[src/flag_pkg.sv]
package flag_pkg;

	// Bit positions inside condition_flags
	localparam int unsigned FB_SPILL = 0;
	localparam int unsigned FB_NIBBLE = 1;
	localparam int unsigned FB_NULL = 2;
	localparam int unsigned FB_RANGE = 3;
	localparam int unsigned FB_SLEEP = 4;
	localparam int unsigned FB_WDOG = 5;
	localparam int unsigned FB_CHAIN = 6;
	localparam int unsigned FB_CMP = 7;

	// Bits that instructions and data writes may change
	localparam logic [7:0] FLAGS_WR_MASK = 8'hcf;
	localparam logic [7:0] FLAGS_RST = 8'h00;

	// Register byte offsets on the AXI4-Lite slave
	localparam int unsigned ADDR_W = 4;
	localparam logic [3:0] OFF_FLAGS = 4'h0;
	localparam logic [3:0] OFF_EVT = 4'h4;
	localparam logic [3:0] OFF_MASK = 4'h8;

	// Event status bits
	localparam int unsigned EV_WDOG = 0;
	localparam int unsigned EV_SLEEP = 1;
	localparam int unsigned EV_NULL = 2;
	localparam int unsigned EV_W = 3;
	localparam logic [2:0] EVT_RST = 3'h0;
	localparam logic [2:0] MASK_RST = 3'h0;

	localparam logic [1:0] RESP_OKAY = 2'h0;
	localparam logic [1:0] RESP_SLVERR = 2'h2;

	typedef enum logic [3:0] {
		op_none,
		op_add,
		op_add_carry,
		op_minus,
		op_minus_borrow,
		op_rot_left_c,
		op_rot_right_c,
		op_and,
		op_or,
		op_xor
	} op_kind_t;

	// One ALU operation presented at write-back
	typedef struct packed {
		op_kind_t kind;
		logic [7:0] a;
		logic [7:0] b;
	} alu_op_t;

	// System events and data writes from the core
	typedef struct packed {
		logic flag_wr;
		logic [7:0] flag_wdata;
		logic wdog_expire;
		logic kick;
		logic sleep;
	} core_evt_t;

endpackage : flag_pkg

[src/status_flag_logic.sv]
// Local design decisions: the AXI4-Lite interface to the registers and the address map.
`timescale 1ns/1ps
`default_nettype none

// What this block does
// RQ1: Carry on add, no-borrow on subtract
// RQ2: Rotate through carry uses and loads carry
// RQ3: Nibble carry or nibble no-borrow flag
// RQ4: Zero flag tracks zero result
// RQ5: Overflow is carry-in xor carry-out of msb
// RQ6: Compare flag is overflow xor result msb
// RQ7: Subtract copies zero into chained flag
// RQ8: Borrow subtract ANDs chained with zero
// RQ9: Other instructions keep chained flag
// RQ10: Watchdog and sleep bits not writable
// RQ11: Watchdog bit cleared by kick, sleep, reset
// RQ12: Sleep bit set by sleep, cleared by kick
// RQ13: Flags never saved automatically
// RQ14: Flags update with write-back, else hold
module status_flag_logic (
	input wire logic sys_clk,
	input wire logic nrst,
	input wire flag_pkg::alu_op_t alu_op,
	input wire flag_pkg::core_evt_t core_evt,
	output logic [7:0] condition_flags,
	output logic [7:0] alu_result,
	output logic irq,
	input wire logic awvalid,
	output logic awready,
	input wire logic [flag_pkg::ADDR_W-1:0] awaddr,
	input wire logic wvalid,
	output logic wready,
	input wire logic [31:0] wdata,
	input wire logic [3:0] wstrb,
	output logic bvalid,
	input wire logic bready,
	output logic [1:0] bresp,
	input wire logic arvalid,
	output logic arready,
	input wire logic [flag_pkg::ADDR_W-1:0] araddr,
	output logic rvalid,
	input wire logic rready,
	output logic [31:0] rdata,
	output logic [1:0] rresp
);

	logic [7:0] flags_r, flags_nxt, res_r, res_nxt;
	logic [2:0] evt_r, evt_nxt, mask_r, mask_nxt, evt_set;
	logic irq_r, irq_nxt;
	logic awready_r, awready_nxt, bvalid_r, bvalid_nxt;
	logic arready_r, arready_nxt, rvalid_r, rvalid_nxt;
	logic [1:0] bresp_r, bresp_nxt, rresp_r, rresp_nxt;
	logic [31:0] rdata_r, rdata_nxt;
	logic [8:0] s9;
	logic [4:0] n5;
	logic [7:0] bb, wd;
	logic cin, is_arith, zero, ovf, wr_fire, rd_fire;

	// Shared adder: subtract is a + ~b + 1, borrow forms feed the old carry
	always_comb begin
		is_arith = (alu_op.kind == flag_pkg::op_add) || (alu_op.kind == flag_pkg::op_add_carry)
			|| (alu_op.kind == flag_pkg::op_minus) || (alu_op.kind == flag_pkg::op_minus_borrow);
		bb = alu_op.b;
		cin = 1'b0;
		case (alu_op.kind)
			flag_pkg::op_add_carry: begin
				cin = flags_r[flag_pkg::FB_SPILL];
			end
			flag_pkg::op_minus: begin
				bb = ~alu_op.b;
				cin = 1'b1;
			end
			flag_pkg::op_minus_borrow: begin
				bb = ~alu_op.b;
				cin = flags_r[flag_pkg::FB_SPILL];
			end
			default: begin
				cin = 1'b0;
			end
		endcase
		s9 = {1'b0, alu_op.a} + {1'b0, bb} + {8'h00, cin};
		n5 = {1'b0, alu_op.a[3:0]} + {1'b0, bb[3:0]} + {4'h0, cin};
		ovf = (alu_op.a[7] ^ bb[7] ^ s9[7]) ^ s9[8]; // RQ5
	end

	always_comb begin
		flags_nxt = flags_r;
		res_nxt = res_r;
		zero = 1'b0;
		wd = wdata[7:0];
		if (wr_fire && awaddr == flag_pkg::OFF_FLAGS && wstrb[0]) begin
			flags_nxt = (flags_r & ~flag_pkg::FLAGS_WR_MASK) | (wd & flag_pkg::FLAGS_WR_MASK); // RQ10
		end
		if (core_evt.flag_wr) begin
			flags_nxt = (flags_r & ~flag_pkg::FLAGS_WR_MASK)
				| (core_evt.flag_wdata & flag_pkg::FLAGS_WR_MASK); // RQ10
		end
		// An ALU write-back outranks a data write to the flags in the same cycle
		case (alu_op.kind)
			flag_pkg::op_add, flag_pkg::op_add_carry,
			flag_pkg::op_minus, flag_pkg::op_minus_borrow: begin
				res_nxt = s9[7:0];
				zero = (s9[7:0] == 8'h00);
				flags_nxt[flag_pkg::FB_SPILL] = s9[8]; // RQ1
				flags_nxt[flag_pkg::FB_NIBBLE] = n5[4]; // RQ3
				flags_nxt[flag_pkg::FB_NULL] = zero; // RQ4
				flags_nxt[flag_pkg::FB_RANGE] = ovf; // RQ5
				flags_nxt[flag_pkg::FB_CMP] = ovf ^ s9[7]; // RQ6
				if (alu_op.kind == flag_pkg::op_minus) begin
					flags_nxt[flag_pkg::FB_CHAIN] = zero; // RQ7
				end else if (alu_op.kind == flag_pkg::op_minus_borrow) begin
					flags_nxt[flag_pkg::FB_CHAIN] = flags_r[flag_pkg::FB_CHAIN] & zero; // RQ8
				end
			end
			flag_pkg::op_rot_left_c: begin
				res_nxt = {alu_op.a[6:0], flags_r[flag_pkg::FB_SPILL]}; // RQ2
				flags_nxt[flag_pkg::FB_SPILL] = alu_op.a[7]; // RQ2
			end
			flag_pkg::op_rot_right_c: begin
				res_nxt = {flags_r[flag_pkg::FB_SPILL], alu_op.a[7:1]}; // RQ2
				flags_nxt[flag_pkg::FB_SPILL] = alu_op.a[0]; // RQ2
			end
			flag_pkg::op_and, flag_pkg::op_or, flag_pkg::op_xor: begin
				case (alu_op.kind)
					flag_pkg::op_and: res_nxt = alu_op.a & alu_op.b;
					flag_pkg::op_or: res_nxt = alu_op.a | alu_op.b;
					default: res_nxt = alu_op.a ^ alu_op.b;
				endcase
				zero = (res_nxt == 8'h00);
				flags_nxt[flag_pkg::FB_NULL] = zero; // RQ4 RQ9
			end
			default: begin
				res_nxt = res_r; // RQ14
			end
		endcase
		// Kick and sleep can arrive in the same cycle; sleep is applied last, so it wins
		if (core_evt.kick) begin
			flags_nxt[flag_pkg::FB_WDOG] = 1'b0; // RQ11
			flags_nxt[flag_pkg::FB_SLEEP] = 1'b0; // RQ12
		end
		if (core_evt.sleep) begin
			flags_nxt[flag_pkg::FB_WDOG] = 1'b0; // RQ11
			flags_nxt[flag_pkg::FB_SLEEP] = 1'b1; // RQ12
		end
		// A time-out in the same cycle as a clear must not be lost
		if (core_evt.wdog_expire) begin
			flags_nxt[flag_pkg::FB_WDOG] = 1'b1; // RQ11
		end
	end

	// Flags leave only through condition_flags and the AXI read data; no stack path exists
	always_ff @(posedge sys_clk or negedge nrst) begin
		if (!nrst) begin
			flags_r <= flag_pkg::FLAGS_RST; // RQ11 RQ12
			res_r <= 8'h00;
		end else begin
			flags_r <= flags_nxt; // RQ13 RQ14
			res_r <= res_nxt;
		end
	end

	// Sticky events, write one to clear; a set in the clear cycle wins
	always_comb begin
		evt_set = '0;
		evt_set[flag_pkg::EV_WDOG] = core_evt.wdog_expire;
		evt_set[flag_pkg::EV_SLEEP] = core_evt.sleep;
		evt_set[flag_pkg::EV_NULL] = is_arith && zero;
		evt_nxt = evt_r;
		mask_nxt = mask_r;
		if (wr_fire && wstrb[0] && awaddr == flag_pkg::OFF_EVT) begin
			evt_nxt = evt_r & ~wdata[2:0];
		end
		if (wr_fire && wstrb[0] && awaddr == flag_pkg::OFF_MASK) begin
			mask_nxt = wdata[2:0];
		end
		evt_nxt = evt_nxt | evt_set;
		irq_nxt = |(evt_nxt & mask_nxt);
	end

	always_ff @(posedge sys_clk or negedge nrst) begin
		if (!nrst) begin
			evt_r <= flag_pkg::EVT_RST;
			mask_r <= flag_pkg::MASK_RST;
			irq_r <= 1'b0;
		end else begin
			evt_r <= evt_nxt;
			mask_r <= mask_nxt;
			irq_r <= irq_nxt;
		end
	end

	// AXI4-Lite: address and data are taken together, one write and one read at a time, each channel independent
	assign wr_fire = awready_r && awvalid && wvalid;
	assign rd_fire = arready_r && arvalid;

	always_comb begin
		awready_nxt = awvalid && wvalid && !awready_r && !bvalid_r;
		bvalid_nxt = wr_fire || (bvalid_r && !bready);
		bresp_nxt = bresp_r;
		if (wr_fire) begin
			bresp_nxt = (awaddr == flag_pkg::OFF_FLAGS || awaddr == flag_pkg::OFF_EVT
				|| awaddr == flag_pkg::OFF_MASK) ? flag_pkg::RESP_OKAY : flag_pkg::RESP_SLVERR;
		end
		arready_nxt = arvalid && !arready_r && !rvalid_r;
		rvalid_nxt = rd_fire || (rvalid_r && !rready);
		rdata_nxt = rdata_r;
		rresp_nxt = rresp_r;
		if (rd_fire) begin
			rresp_nxt = flag_pkg::RESP_OKAY;
			case (araddr)
				flag_pkg::OFF_FLAGS: rdata_nxt = {24'h000000, flags_r};
				flag_pkg::OFF_EVT: rdata_nxt = {29'h0, evt_r};
				flag_pkg::OFF_MASK: rdata_nxt = {29'h0, mask_r};
				default: begin
					rdata_nxt = 32'h00000000;
					rresp_nxt = flag_pkg::RESP_SLVERR;
				end
			endcase
		end
	end

	always_ff @(posedge sys_clk or negedge nrst) begin
		if (!nrst) begin
			awready_r <= 1'b0;
			bvalid_r <= 1'b0;
			bresp_r <= flag_pkg::RESP_OKAY;
			arready_r <= 1'b0;
			rvalid_r <= 1'b0;
			rdata_r <= 32'h00000000;
			rresp_r <= flag_pkg::RESP_OKAY;
		end else begin
			awready_r <= awready_nxt;
			bvalid_r <= bvalid_nxt;
			bresp_r <= bresp_nxt;
			arready_r <= arready_nxt;
			rvalid_r <= rvalid_nxt;
			rdata_r <= rdata_nxt;
			rresp_r <= rresp_nxt;
		end
	end

	assign condition_flags = flags_r;
	assign alu_result = res_r;
	assign irq = irq_r;
	assign awready = awready_r;
	assign wready = awready_r;
	assign bvalid = bvalid_r;
	assign bresp = bresp_r;
	assign arready = arready_r;
	assign rvalid = rvalid_r;
	assign rdata = rdata_r;
	assign rresp = rresp_r;

	logic quiet;
	assign quiet = alu_op.kind == flag_pkg::op_none && !core_evt.flag_wr && !core_evt.kick
		&& !core_evt.sleep && !core_evt.wdog_expire && !wr_fire;
endmodule : status_flag_logic

`default_nettype wire

[config.mk]
export PLATFORM = sky130hd
export DESIGN_NAME = status_flag_logic
export DESIGN_NICKNAME = d
export VERILOG_FILES = /design/src/flag_pkg.sv /design/src/status_flag_logic.sv
export SDC_FILE = /design/constraint.sdc
export NUM_CORES = 1
export LEC_CHECK = 0
export BUFFER_PORTS_ARGS = -buffer_cell sky130_fd_sc_hd__buf_2
export CAP_MARGIN = 0
export CORE_MARGIN = 2
export CORE_UTILIZATION = 45
export CTS_BUF_LIST = sky130_fd_sc_hd__clkbuf_8
export DETAILED_ROUTE_END_ITERATION = 6
export PLACE_DENSITY_LB_ADDON = 0.08
export SYNTH_ARGS = -nofsm -noshare
export SYNTH_HDL_FRONTEND = slang
export SYNTH_SLANG_ARGS = --single-unit
export TNS_END_PERCENT = 30
[constraint.sdc]
create_clock -name sys_clk -period 2.5 [get_ports sys_clk]
set_input_delay 0.5 -clock sys_clk [delete_from_list [all_inputs] [get_ports sys_clk]]
set_output_delay 0.5 -clock sys_clk [all_outputs]
set_load 0.01 [all_outputs]
## Yosys cells after proc, flatten, opt, wreduce, memory -nomap -nowiden

Cells that the tools add are included.
W data, S select, Z words.

| word-level totals | value |
|---|---|
| output and inout port bits | 58 |
| logic and storage cells | 117 |
| bits in registers | 63 |

| operators by class | value |
|---|---|
| equality and inequality tests | 13 |
| add/subtract/negate cells | 4 |
| reduce and logical (&&, ||, !) cells | 45 |
| multiplexer cells | 23 |
| bitwise operators | 15 |

Operator list:

| operator | number |
|---|---|
| $mux W8 | 4 |
| $pmux W8 S4 | 1 |
| $eq A4 B3 Y1 const B | 6 |
| $pmux W8 S3 | 1 |
| $eq A4 B4 Y1 const B | 4 |
| $logic_and A1 B1 Y1 | 16 |
| $logic_not A8 Y1 | 2 |
| $or A6 B8 Y8 | 2 |
| $pmux W8 S2 | 1 |
| $reduce_bool A4 Y1 | 3 |
| $mux W2 | 5 |
| $reduce_bool A5 Y1 | 2 |
| $add A8 B8 Y9 | 1 |
| $add A9 B1 Y9 | 1 |
| $reduce_or A3 Y1 | 3 |
| $and A8 B8 Y8 | 1 |
| $eq A4 B2 Y1 const B | 2 |
| $logic_not A4 Y1 | 2 |
| $not A8 Y8 | 1 |
| $or A8 B8 Y8 | 1 |
| $xor A8 B8 Y8 | 1 |
| $logic_or A1 B1 Y1 | 7 |
| $and A3 B3 Y3 | 2 |
| $logic_not A1 Y1 | 6 |
| 14 further kinds | 25 |

## Depth between registers and ports, before layout

Gate-level depths: netlist of the first run.

| depth | value |
|---|---|
| depth in word-level cells | 11 |
| depth in mapped cells | 13 |
| depth with buffers taken out | 12 |

## Worst setup path before layout of the first run

OpenSTA, ideal clock, no wires.

| timing | value |
|---|---|
| path kind | input to register |
| from | in alu_op[16] (netlist name) |
| to | reg flags_r[2], in the netlist condition_flags[2] |
| setup time | 83 ps |
| cell stages on the path | 12 |
| path buffers | 2 |
| required time | 2417 ps |
| path slack | -1280 ps |
| arrival time | 3697 ps |
| cell sequence | buf_2 > buf_1 > nand2_1 > a21oi_2 > xnor2_1 > fa_1 > fa_1 > and3_1 > or3_1 > a221oi_1 > nand4_1 > o22ai_1 |

| between the ends | value |
|---|---|
| longest elaborated chain between the ends | 7 |

RTL lines:

| what | RTL line | RTL |
|---|---|---|
| start: declaration | status_flag_logic.sv:23 | `input wire flag_pkg::alu_op_t alu_op,` |
| $eq A4 B2 Y1 / $eq A4 B3 Y1 (equally long branches) | status_flag_logic.sv:65, status_flag_logic.sv:99 |  |
| $reduce_or A2 Y1 (no line) | - |  |
| $mux W8 | - |  |
| $add A8 B8 Y9 | status_flag_logic.sv:81 | `s9 = {1'b0, alu_op.a} + {1'b0, bb} + {8'h00, cin};` |
| $add A9 B1 Y9 | status_flag_logic.sv:81 |  |
| $logic_not A8 Y1 | status_flag_logic.sv:103 | `zero = (s9[7:0] == 8'h00);` |
| $pmux W1 S2 | status_flag_logic.sv:99 | `case (alu_op.kind)` |
| end signal: assignment | status_flag_logic.sv:154 | `flags_r <= flag_pkg::FLAGS_RST;` |
| end signal: assignment | status_flag_logic.sv:157 | `flags_r <= flags_nxt;` |
| end: declaration | status_flag_logic.sv:47 | `logic [7:0] flags_r, flags_nxt, res_r, res_nxt;` |

Several ways; a longest one is shown, not always the timed one. The select of a mux whose other input is x is not followed.
A chain may end at the register's enable or synchronous reset.

## Worst setup path after layout of the first run

Ends and elaborated chain as after synthesis.

==> out/qor.csv, run 1 <==
stage,metric,value,unit
run_status,outcome,"finished, violations left",
run_status,violations in the final reports,setup timing,
clocking,clock insertion delay at the later pin of the skew report,300,ps
sta,"Slew Viols, Final",0,
detailed_routing,wire length per cell,16.1,um
pwr,leak pwr,2.10,nW
yosys,"EDFF count, synth",0,
yosys,Mapped Area,3230,um2
yosys,count of yosys warnings during synthesis,0,
placement,routability cong.,0.919,
critical_path,maximum net fanout on the critical path,4,
detailed_routing,DR DRC count,0,
sta,post-route setup slack,-368,ps
yosys,cell taking the most area after synthesis,dfrtp_1,
global_route,gr usage total,24.1,%
sta,Sum Neg Setup Slack,-1660,ps
yosys,synthesized area per cell,8.95,um2
floorplan,std cell rows,30,
floorplan,chip height,88.7,um
finish,Total Nets Final,590,
global_route,global-route wire length before repair,14500,um
floorplan,area of the core,6870,um2
sta,Final Skew,8.99,ps
clocking,H-tree depth,2,
global_route,antenna violations before repair,0,
sta,unrepaired setup endpoints after global routing,yes,
pwr,total power draw,2.00,mW
floorplan,IO Pins,141,
min_path,worst hold path class,input pin to asynchronous set/reset pin,
pwr,worst ir drop on vdd,0.215,mV
detailed_routing,via density per instance,5.36,
sta,Final Critical Period,2870,ps
job,count of maximum capacitance violations,0,
clocking,clock tree from TritonCTS,done,
yosys,area share of the largest cell type after synthesis,28.7,%
sta,maximum operating frequency,349,MHz
yosys,top post-synthesis cells by area,"dfrtp_1 (29%), ha_1 (8.9%), buf_4 (6.5%)",
floorplan,effective utilization at floorplan,47.0,%
clocking,Clock Path Buffers,2,
critical_path,CP Data Arrival Time,3080,ps
floorplan,x dimension of the die,88.7,um
yosys,share of flip-flops with an asynchronous set or reset after synthesis,100,%
finish,area added between synthesis and finish,28.7,%
clocking,clock-pin slew of the registers on the worst-case setup and hold paths,80,ps
global_route,vias in the first global route,2850,
sta,final-report setup violation count,9,
sta,actual transition at the worst max-transition pin,831,ps
placement,count of input and output buffers,83,
critical_path,start-to-end type of the worst setup path,input pin to flip-flop,
yosys,synthesized flop and latch total,37,
finish,ratio of cells with drive above 1 in the final layout,35.2,%
clocking,number of buffers created by CTS,5,
critical_path,critical path launch point type,input pin,
clocking,clock root buffer,clkbuf_8,
yosys,prevailing post-synth register cell,dfrtp_1,
sta,number of endpoints with negative hold slack in the final report,0,
critical_path,Required @ worst endpoint,2720,ps
clocking,"Hold-fix buffers, CTS",0,
yosys,proportion of synthesized chip area in sequential cells,28.7,%
yosys,number of unique standard cell types used by synthesis,61,
detailed_routing,DR iter-0 viols,212,
global_route,maximum number of pins on one net before global-route repair,38,
detailed_routing,total vias in the final route,3102,
global_route,grt total ovfl,0,
critical_path,CP Capture Type,flip-flop,
detailed_routing,total routed wirelength,9320,um
placement,sum of net half-perimeters after detailed placement,7640,um
floorplan,floorplan die area,7870,um2
yosys,instance count of the mapped netlist,361,
finish,total inserted antenna cells,0,
sta,headroom to the max-slew limit,44.6,%
sta,share of the clock period used by the worst path after layout,115,%
clocking,clock tree sinks,37,
detailed_routing,DRT Pass-1 Iters,4,
pwr,power density over the cells,482,nW/um2
detailed_routing,antenna violation net count after detailed routing,0,
-- cells in the final DEF (no fill, tap or decap), types with 7 or more instances in the layout --
| cell | instances |
|---|---|
| nand3_1 | 7 |
| a22o_1 | 12 |
| o21ai_0 | 12 |
| buf_2 | 80 |
| inv_1 | 21 |
| nand2_1 | 21 |
| ha_1 | 22 |
| dfrtp_1 | 37 |
| conb_1 | 26 |
| mux2i_1 | 8 |
| a21oi_1 | 15 |
| buf_4 | 46 |
| o211ai_1 | 8 |
| a21o_1 | 13 |
| xnor2_1 | 9 |
| nor2_1 | 26 |
-- Yosys cell counts, drive strengths merged, types with 2 or more instances --
| cell | n |
|---|---|
| dfrtp | 37 |
| buf | 32 |
| nor2 | 27 |
| ha | 23 |
| nand2 | 23 |
| inv | 22 |
| a21oi | 17 |
| o21ai | 17 |
| a21o | 13 |
| a22o | 12 |
| a221oi | 11 |
| xnor2 | 10 |
| clkbuf | 8 |
| mux2i | 8 |
| o211ai | 8 |
| nand3 | 7 |
| nor2b | 7 |
| mux2 | 6 |
| a311oi | 5 |
| nor3 | 5 |
| o22a | 5 |
| a222oi | 4 |
| a211oi | 3 |
| a31oi | 3 |
| and3 | 3 |
| nor3b | 3 |
| nor4 | 3 |
| or3 | 3 |
| and4 | 2 |
| and4b | 2 |
| fa | 2 |
| nand2b | 2 |
| o2111a | 2 |
| o21a | 2 |
| o31ai | 2 |
| or2 | 2 |
| or3b | 2 |
| or4b | 2 |
| xor2 | 2 |
-- area by class of cell --
class	instances	area, um2
Fill cell	652	2710
Clock inverter	2	13.8
Sequential cell	37	926
Clock buffer	6	82.6
Tap cell	96	120
Multi-Input combinational cell	287	2150
Inverter	22	82.6
Timing Repair Buffer	129	787
-- worst max-delay path, cell delays in order --
cell and delay, ps:
buf_8 100, nor2_4 110, nand2_2 80, a21oi_4 180
xnor2_2 90, fa_2 400, fa_2 410, and3_4 200
or3_4 330, a221oi_2 250, nand4_1 230, o22ai_1 200
-- layer usage --
layer	GRT usage (%)	routed length, um	share of wire (%)	vias to the layer above
met2	40.4	4530	49	111
met3	3.73	568	6.1	10
met1	32.3	4090	44	1439
li1	-	-	-	1542
met4	6.20	130	1.4	0
met5	0	0	0	-
-- cell families (layout without fill, tap and decap cells) --
group,Yosys count,count (layout),synth area share (%)
buffers and inverters,62,159,10.6
adder cells (fa/ha/maj),25,25,10.1
other,1,26,0.116
XOR/XNOR,12,12,3.25
flip-flops,37,37,28.7
AND/OR/NAND/NOR,97,97,16.0
AO/OA/AOI/OAI,113,113,26.5
multiplexers,14,14,4.80
-- through the flow --
stage | setup slack (ps) | hold slack, ps | utilization, % | std cells | instance area [um2]
floorplan | -735 | 204 | - | 386 | 3420
global placement | -717 | 440 | 58.0 | 568 | 3990
detailed placement | -792 | 451 | 58.0 | 568 | 3990
CTS | -368 | 325 | 60.0 | 577 | 4120
global route | -503 | 364 | 60.5 | 579 | 4160
finish | -368 | 294 | 60.5 | 579 | 4160
-- registers in the layout (all words and copies together) (netlist names) --
signal           flops
rdata                8
irq                  1
arready              1
mask_r               3
alu_result           8
condition_flags      8
awready              1
rvalid               1
bresp                1
rresp                1
bvalid               1
evt_r                3
-- power by group --
part | leakage [nW] | internal [mW] | total (mW) | switching [mW]
clock network | 0.0512 | 0.224 | 0.452 | 0.228
registers | 0.452 | 0.672 | 0.722 | 0.0499
logic | 1.60 | 0.398 | 0.829 | 0.431
-- timing repair --
item / 4_1_cts / 5_1_grt
resized for setup: 9 / 5
pin swaps: 10 / 6
endpoints found under the setup margin: 12 / 12
setup buffers: 1 / 2
-- worst paths after layout --
path                       cells after the start                 end  slack, ps          startpoint
max reg2reg                                    9  condition_flags[2]       -120  condition_flags[0]
min                                            1            rresp[1]        290                nrst
min reg2reg                                    1             arready        460              rvalid
max in group asynchronous                      1              bvalid       1680                nrst
max                                           12  condition_flags[2]       -370          alu_op[16]
min in group sys_clk                           2              rvalid        380              rready
Power figures use the tool's default switching activity.
==> inputs of run 2 (changes only) <==
Settings changed: CORE_MARGIN 2 to 3, CTS_CLUSTER_SIZE set to 20, PLACE_DENSITY_LB_ADDON 0.08 to 0.05.
==> out/qor.csv, run 2 (same netlist as run 1, synthesis figures left out) <==
stage,metric,value,unit
finish,ratio of cells with drive above 1 in the final layout,34.4,%
placement,count of input and output buffers,83,
critical_path,slack of the worst reg-to-reg path,-60,ps
global_route,global-route wire length before repair,15700,um
critical_path,maximum net fanout on the critical path,4,
sta,"Slew Viols, Final",0,
job,count of maximum capacitance violations,0,
global_route,gr usage total,23.6,%
global_route,maximum number of pins on one net before global-route repair,38,
critical_path,CP Capture Type,flip-flop,
critical_path,sequence of cells on the critical path,"buf_8, nor2_4, nand2_2, a21oi_4, xnor2_2, fa_2, fa_2, and3_4, or3_4, a221oi_2, nand4_1, o22ai_1",
sta,number of endpoints with negative hold slack in the final report,0,
global_route,grt total ovfl,0,
sta,headroom to the max-slew limit,45.2,%
clocking,clock tree from TritonCTS,done,
clocking,clock insertion delay at the later pin of the skew report,290,ps
detailed_routing,total vias in the final route,3178,
global_route,antenna violations before repair,0,
clocking,Clock Path Buffers,2,
detailed_routing,total routed wirelength,9660,um
floorplan,IO Pins,141,
global_route,vias in the first global route,3091,
floorplan,area of the core,6870,um2
floorplan,floorplan die area,8230,um2
detailed_routing,DRT Pass-1 Iters,5,
finish,post-route cell area,4180,um2
finish,"commonest cells after routing, fill and taps aside","buf_2 (80), buf_4 (45), dfrtp_1 (37), nor2_1 (26), conb_1 (26)",
floorplan,effective utilization at floorplan,47.0,%
sta,maximum operating frequency,355,MHz
run_status,outcome,"finished, violations left",
run_status,violations in the final reports,setup timing,
placement,pre-CTS worst setup slack,-776,ps
sta,post-route setup slack,-319,ps
pwr,power density over the cells,526,nW/um2
sta,hold slack final,294,ps
detailed_routing,DR DRC count,0,
detailed_routing,via density per instance,5.50,
critical_path,CP Data Arrival Time,3030,ps
placement,routability cong.,0.952,
critical_path,cell with the largest stage delay on the worst path,fa_2,
critical_path,critical path launch point type,input pin,
critical_path,start-to-end type of the worst setup path,input pin to flip-flop,
sta,final-report setup violation count,11,
clocking,number of buffers created by CTS,5,
clocking,H-tree depth,2,
critical_path,most frequent CP cell,fa_2,
clocking,clock-pin slew of the registers on the worst-case setup and hold paths,80,ps
clocking,clock tree sinks,37,
sta,Final Skew,9.17,ps
critical_path,Required @ worst endpoint,2720,ps
finish,most common library cell in the layout ignoring fill and taps,buf_2,
finish,total inserted antenna cells,0,
finish,area added between synthesis and finish,29.2,%
pwr,worst ir drop on vdd,0.266,mV
sta,Final Critical Period,2820,ps
sta,unrepaired setup endpoints after global routing,yes,
pwr,leak pwr,2.11,nW
placement,sum of net half-perimeters after detailed placement,7790,um
placement,instance area at placement,3990,um2
min_path,worst hold path class,input pin to asynchronous set/reset pin,
detailed_routing,wire length per cell,16.7,um
critical_path,CP peak stage delay,410,ps
floorplan,chip height,90.7,um
sta,actual transition at the worst max-transition pin,822,ps
detailed_routing,antenna violation net count after detailed routing,0,
sta,share of the clock period used by the worst path after layout,113,%
clocking,clock root buffer,clkbuf_8,
finish,Total Nets Final,589,
floorplan,x dimension of the die,90.7,um
floorplan,std cell rows,30,
sta,Sum Neg Setup Slack,-1920,ps
detailed_routing,DR iter-0 viols,288,
## run 2: cell count changes in the layout (fill, tap and decap cells not counted)
cell | before | now
a211oi_1 | 1 | 3
a211oi_2 | 2 | 0
bufinv_16 | 0 | 2
buf_4 | 46 | 45
buf_6 | 1 | 2
buf_8 | 2 | 1
clkbuf_8 | 6 | 5
clkinv_2 | 1 | 0
clkinv_4 | 1 | 0
ha_1 | 22 | 23
ha_2 | 1 | 0
inv_6 | 0 | 1
o21ai_0 | 12 | 11
o21ai_1 | 5 | 6
## run 2: final timing paths
check	end	cells after the start	start
worst max-delay path	condition_flags[2]	12	alu_op[17]
worst min-delay path	rdata[6]	1	nrst
worst max register to register	condition_flags[2]	9	condition_flags[0]
worst min register to register	awready	1	bvalid
max in group asynchronous	bvalid	1	nrst
min in group sys_clk	rvalid	2	rready
## run 2: area by class of cell
cell class,instances,area (um2)
fillers,613,2690
inverters,22,82.6
well taps,96,120
multi-input cells,287,2130
clock inverters,3,68.8
flip-flops and latches,37,926
clock buffers,5,68.8
repair buffers,128,776
## run 2: metrics by stage
step	cells	power, mW	utilization [%]
3_5_place_dp	569	1.54	58.1
3_3_place_gp	569	1.53	58.1
5_1_grt	578	2.32	60.8
4_1_cts	577	2.19	60.7
6_report	578	2.19	60.8
2_1_floorplan	386	1.22	-
## run 2: routing by layer
| metal | GRT usage [%] | wire, um |
|---|---|---|
| met1 | 30.7 | 4210 |
| met2 | 41.3 | 4740 |
| met3 | 4.08 | 636 |
| met4 | 4.08 | 70 |
| met5 | 0 | 0 |
## run 2: critical path, delay by kind of cell
family,cells,cell delay (ps)
buffers and inverters,1,100
xor gates and xnor gates,1,90
and+or+nand+nor,5,940
AOI/OAI and AO/OA,3,590
adders and majority gates,2,820
## run 2: power breakdown
part | leakage [nW] | switching, mW | internal (mW) | total (mW)
combinational | 1.59 | 0.435 | 0.398 | 0.833
clock | 0.0687 | 0.235 | 0.402 | 0.637
sequential | 0.452 | 0.0526 | 0.672 | 0.724
## run 2: what timing repair did
item,4_1_cts,5_1_grt
hold buffers,0,0
buffers inserted,0,1
pin swaps,11,6
setup endpoints to repair,12,11
resized for setup,11,0
==> inputs of run 3 (changes only) <==
Settings changed: MAX_ROUTING_LAYER set to met4, RECOVER_POWER set to 25, REMOVE_ABC_BUFFERS set to 1.
==> out/qor.csv, run 3 (same netlist as run 1, synthesis figures left out) <==
stage,metric,value,unit
detailed_routing,wire length per cell,16.4,um
run_status,violations in the final reports,"capacitance limit, slew limit, setup timing",
critical_path,most frequent CP cell,fa_2,
pwr,leak pwr,2.12,nW
sta,headroom to the max-slew limit,-35.8,%
sta,share of the clock period used by the worst path after layout,117,%
min_path,Hold Startpoint,bready,
global_route,grt total ovfl,0,
critical_path,sequence of cells on the critical path,"buf_8, nor2b_4, nand2_2, a21oi_4, xnor2_2, fa_2, fa_2, buf_6, xor2_2, or3_4, a221oi_2, nand4_1, o22ai_1",
critical_path,critical path launch point type,input pin,
global_route,antenna violations before repair,0,
critical_path,CP peak stage delay,390,ps
clocking,clock insertion delay at the later pin of the skew report,290,ps
critical_path,maximum net fanout on the critical path,4,
critical_path,number of cell instances on the worst register-to-register path,10,
sta,number of endpoints with negative hold slack in the final report,0,
global_route,global-route wire length before repair,15600,um
clocking,clock root buffer,clkbuf_8,
floorplan,IO Pins,141,
detailed_routing,DR DRC count,0,
finish,area added between synthesis and finish,30.6,%
sta,"Slew Viols, Final",38,
pwr,total power draw,2.21,mW
placement,"number of placed instances, taps included",572,
sta,maximum operating frequency,343,MHz
finish,Total Nets Final,593,
detailed_routing,DRT Pass-1 Iters,5,
clocking,Clock Path Buffers,2,
critical_path,slack of the worst reg-to-reg path,-120,ps
sta,post-route setup slack,-417,ps
clocking,"Hold-fix buffers, CTS",0,
detailed_routing,total vias in the final route,3198,
floorplan,effective utilization at floorplan,47.0,%
detailed_routing,via density per instance,5.49,
floorplan,area of the core,6870,um2
critical_path,startpoint of the most critical register-to-register path,condition_flags[0],
critical_path,CP Data Arrival Time,3130,ps
critical_path,CP startpoint,alu_op[17],
job,count of maximum capacitance violations,1,
detailed_routing,DR iter-0 viols,216,
critical_path,worst reg2reg path endpoint,condition_flags[2],
pwr,power density over the cells,525,nW/um2
floorplan,floorplan die area,8230,um2
min_path,capture endpoint of the worst hold path,bvalid,
sta,Final Skew,5.79,ps
global_route,maximum number of pins on one net before global-route repair,38,
global_route,gr usage total,23.8,%
critical_path,CP Capture Type,flip-flop,
clocking,clock tree sinks,37,
critical_path,start-to-end type of the worst setup path,input pin to flip-flop,
global_route,vias in the first global route,3123,
critical_path,Required @ worst endpoint,2720,ps
min_path,cell depth of the worst hold path,2,
placement,count of input and output buffers,83,
run_status,outcome,"finished, violations left",
finish,"number of standard cells in the layout, taps in and fillers out",582,
sta,actual transition at the worst max-transition pin,2040,ps
placement,sum of net half-perimeters after detailed placement,7460,um
finish,ratio of cells with drive above 1 in the final layout,35.6,%
clocking,clock tree from TritonCTS,done,
floorplan,std cell rows,30,
placement,routability cong.,1.01,
clocking,number of buffers created by CTS,5,
finish,most common library cell in the layout ignoring fill and taps,buf_2,
placement,instance area at placement,3950,um2
pwr,worst ir drop on vdd,0.337,mV
sta,Final Critical Period,2920,ps
clocking,clock-pin slew of the registers on the worst-case setup and hold paths,80,ps
finish,post-route cell area,4220,um2
clocking,H-tree depth,2,
finish,"commonest cells after routing, fill and taps aside","buf_2 (80), buf_4 (47), dfrtp_1 (37), nor2_1 (26), conb_1 (26)",
floorplan,x dimension of the die,90.7,um
floorplan,chip height,90.7,um
sta,unrepaired setup endpoints after global routing,yes,
detailed_routing,antenna violation net count after detailed routing,0,
min_path,worst hold path class,input pin to flip-flop,
detailed_routing,total routed wirelength,9530,um
sta,final-report setup violation count,11,
finish,total inserted antenna cells,0,
critical_path,cell with the largest stage delay on the worst path,fa_2,
run 3: cell types whose count changed in the layout (fill, tap and decap cells not counted), moves of 2 or more:
| cell | change |
|---|---|
| a211oi_1 | -2 |
| a211oi_2 | +2 |
| buf_4 | +2 |
| clkbuf_1 | +2 |
run 3: worst max path at each step:
stage	endpoint
after floorplan	condition_flags[2]
after global placement	condition_flags[2]
after detailed placement	condition_flags[2]
after CTS	condition_flags[2]
after global routing	condition_flags[2]
final	condition_flags[2]
run 3: layout make-up:
cell class	count	area [um2]
clock buffers	5	68.8
clock inverters	3	68.8
fillers	614	2650
inverters	22	82.6
multi-input cells	287	2150
flip-flops and latches	37	926
well taps	96	120
repair buffers	132	798
run 3: worst max-delay path, delay by kind of cell:
kind / cells / cell delay, ps
fa+ha+maj: 2 / 770
simple gates: 4 / 800
compound gates: 3 / 590
buf+inv: 2 / 220
xor+xnor: 2 / 230
run 3: timing repair:
item,CTS,global route
buffers inserted,1,1
hold endpoints to repair,0,0
resized for setup,23,5
endpoints found under the setup margin,12,13
pin swaps,9,7
run 3: power by group:
group          leakage (nW)  switching [mW]  internal [mW]  total [mW]
logic                  1.60           0.442          0.415       0.857
registers             0.452          0.0485          0.672       0.720
clock network        0.0687           0.235          0.402       0.637
total                  2.12           0.726           1.49        2.21
run 3: through the flow:
stage | worst slack, ps | utilization, % | TNS [ps] | hold WS [ps]
final | -417 | 61.4 | -2340 | 383
after global routing | -541 | 61.4 | -3810 | 387
after CTS | -359 | 61.2 | -1680 | 346
after detailed placement | -969 | 57.6 | -8870 | 448
after global placement | -815 | 57.6 | -7950 | 441
after floorplan | -973 | - | -8940 | 204
run 3: metal layers:
layer / global-route usage, % / vias to the layer above / wire (um)
met5: - / - / 0
li1: - / 1536 / -
met3: 4.67 / 12 / 767
met4: 5.48 / 0 / 159
met2: 34.9 / 155 / 4090
met1: 33.8 / 1495 / 4510
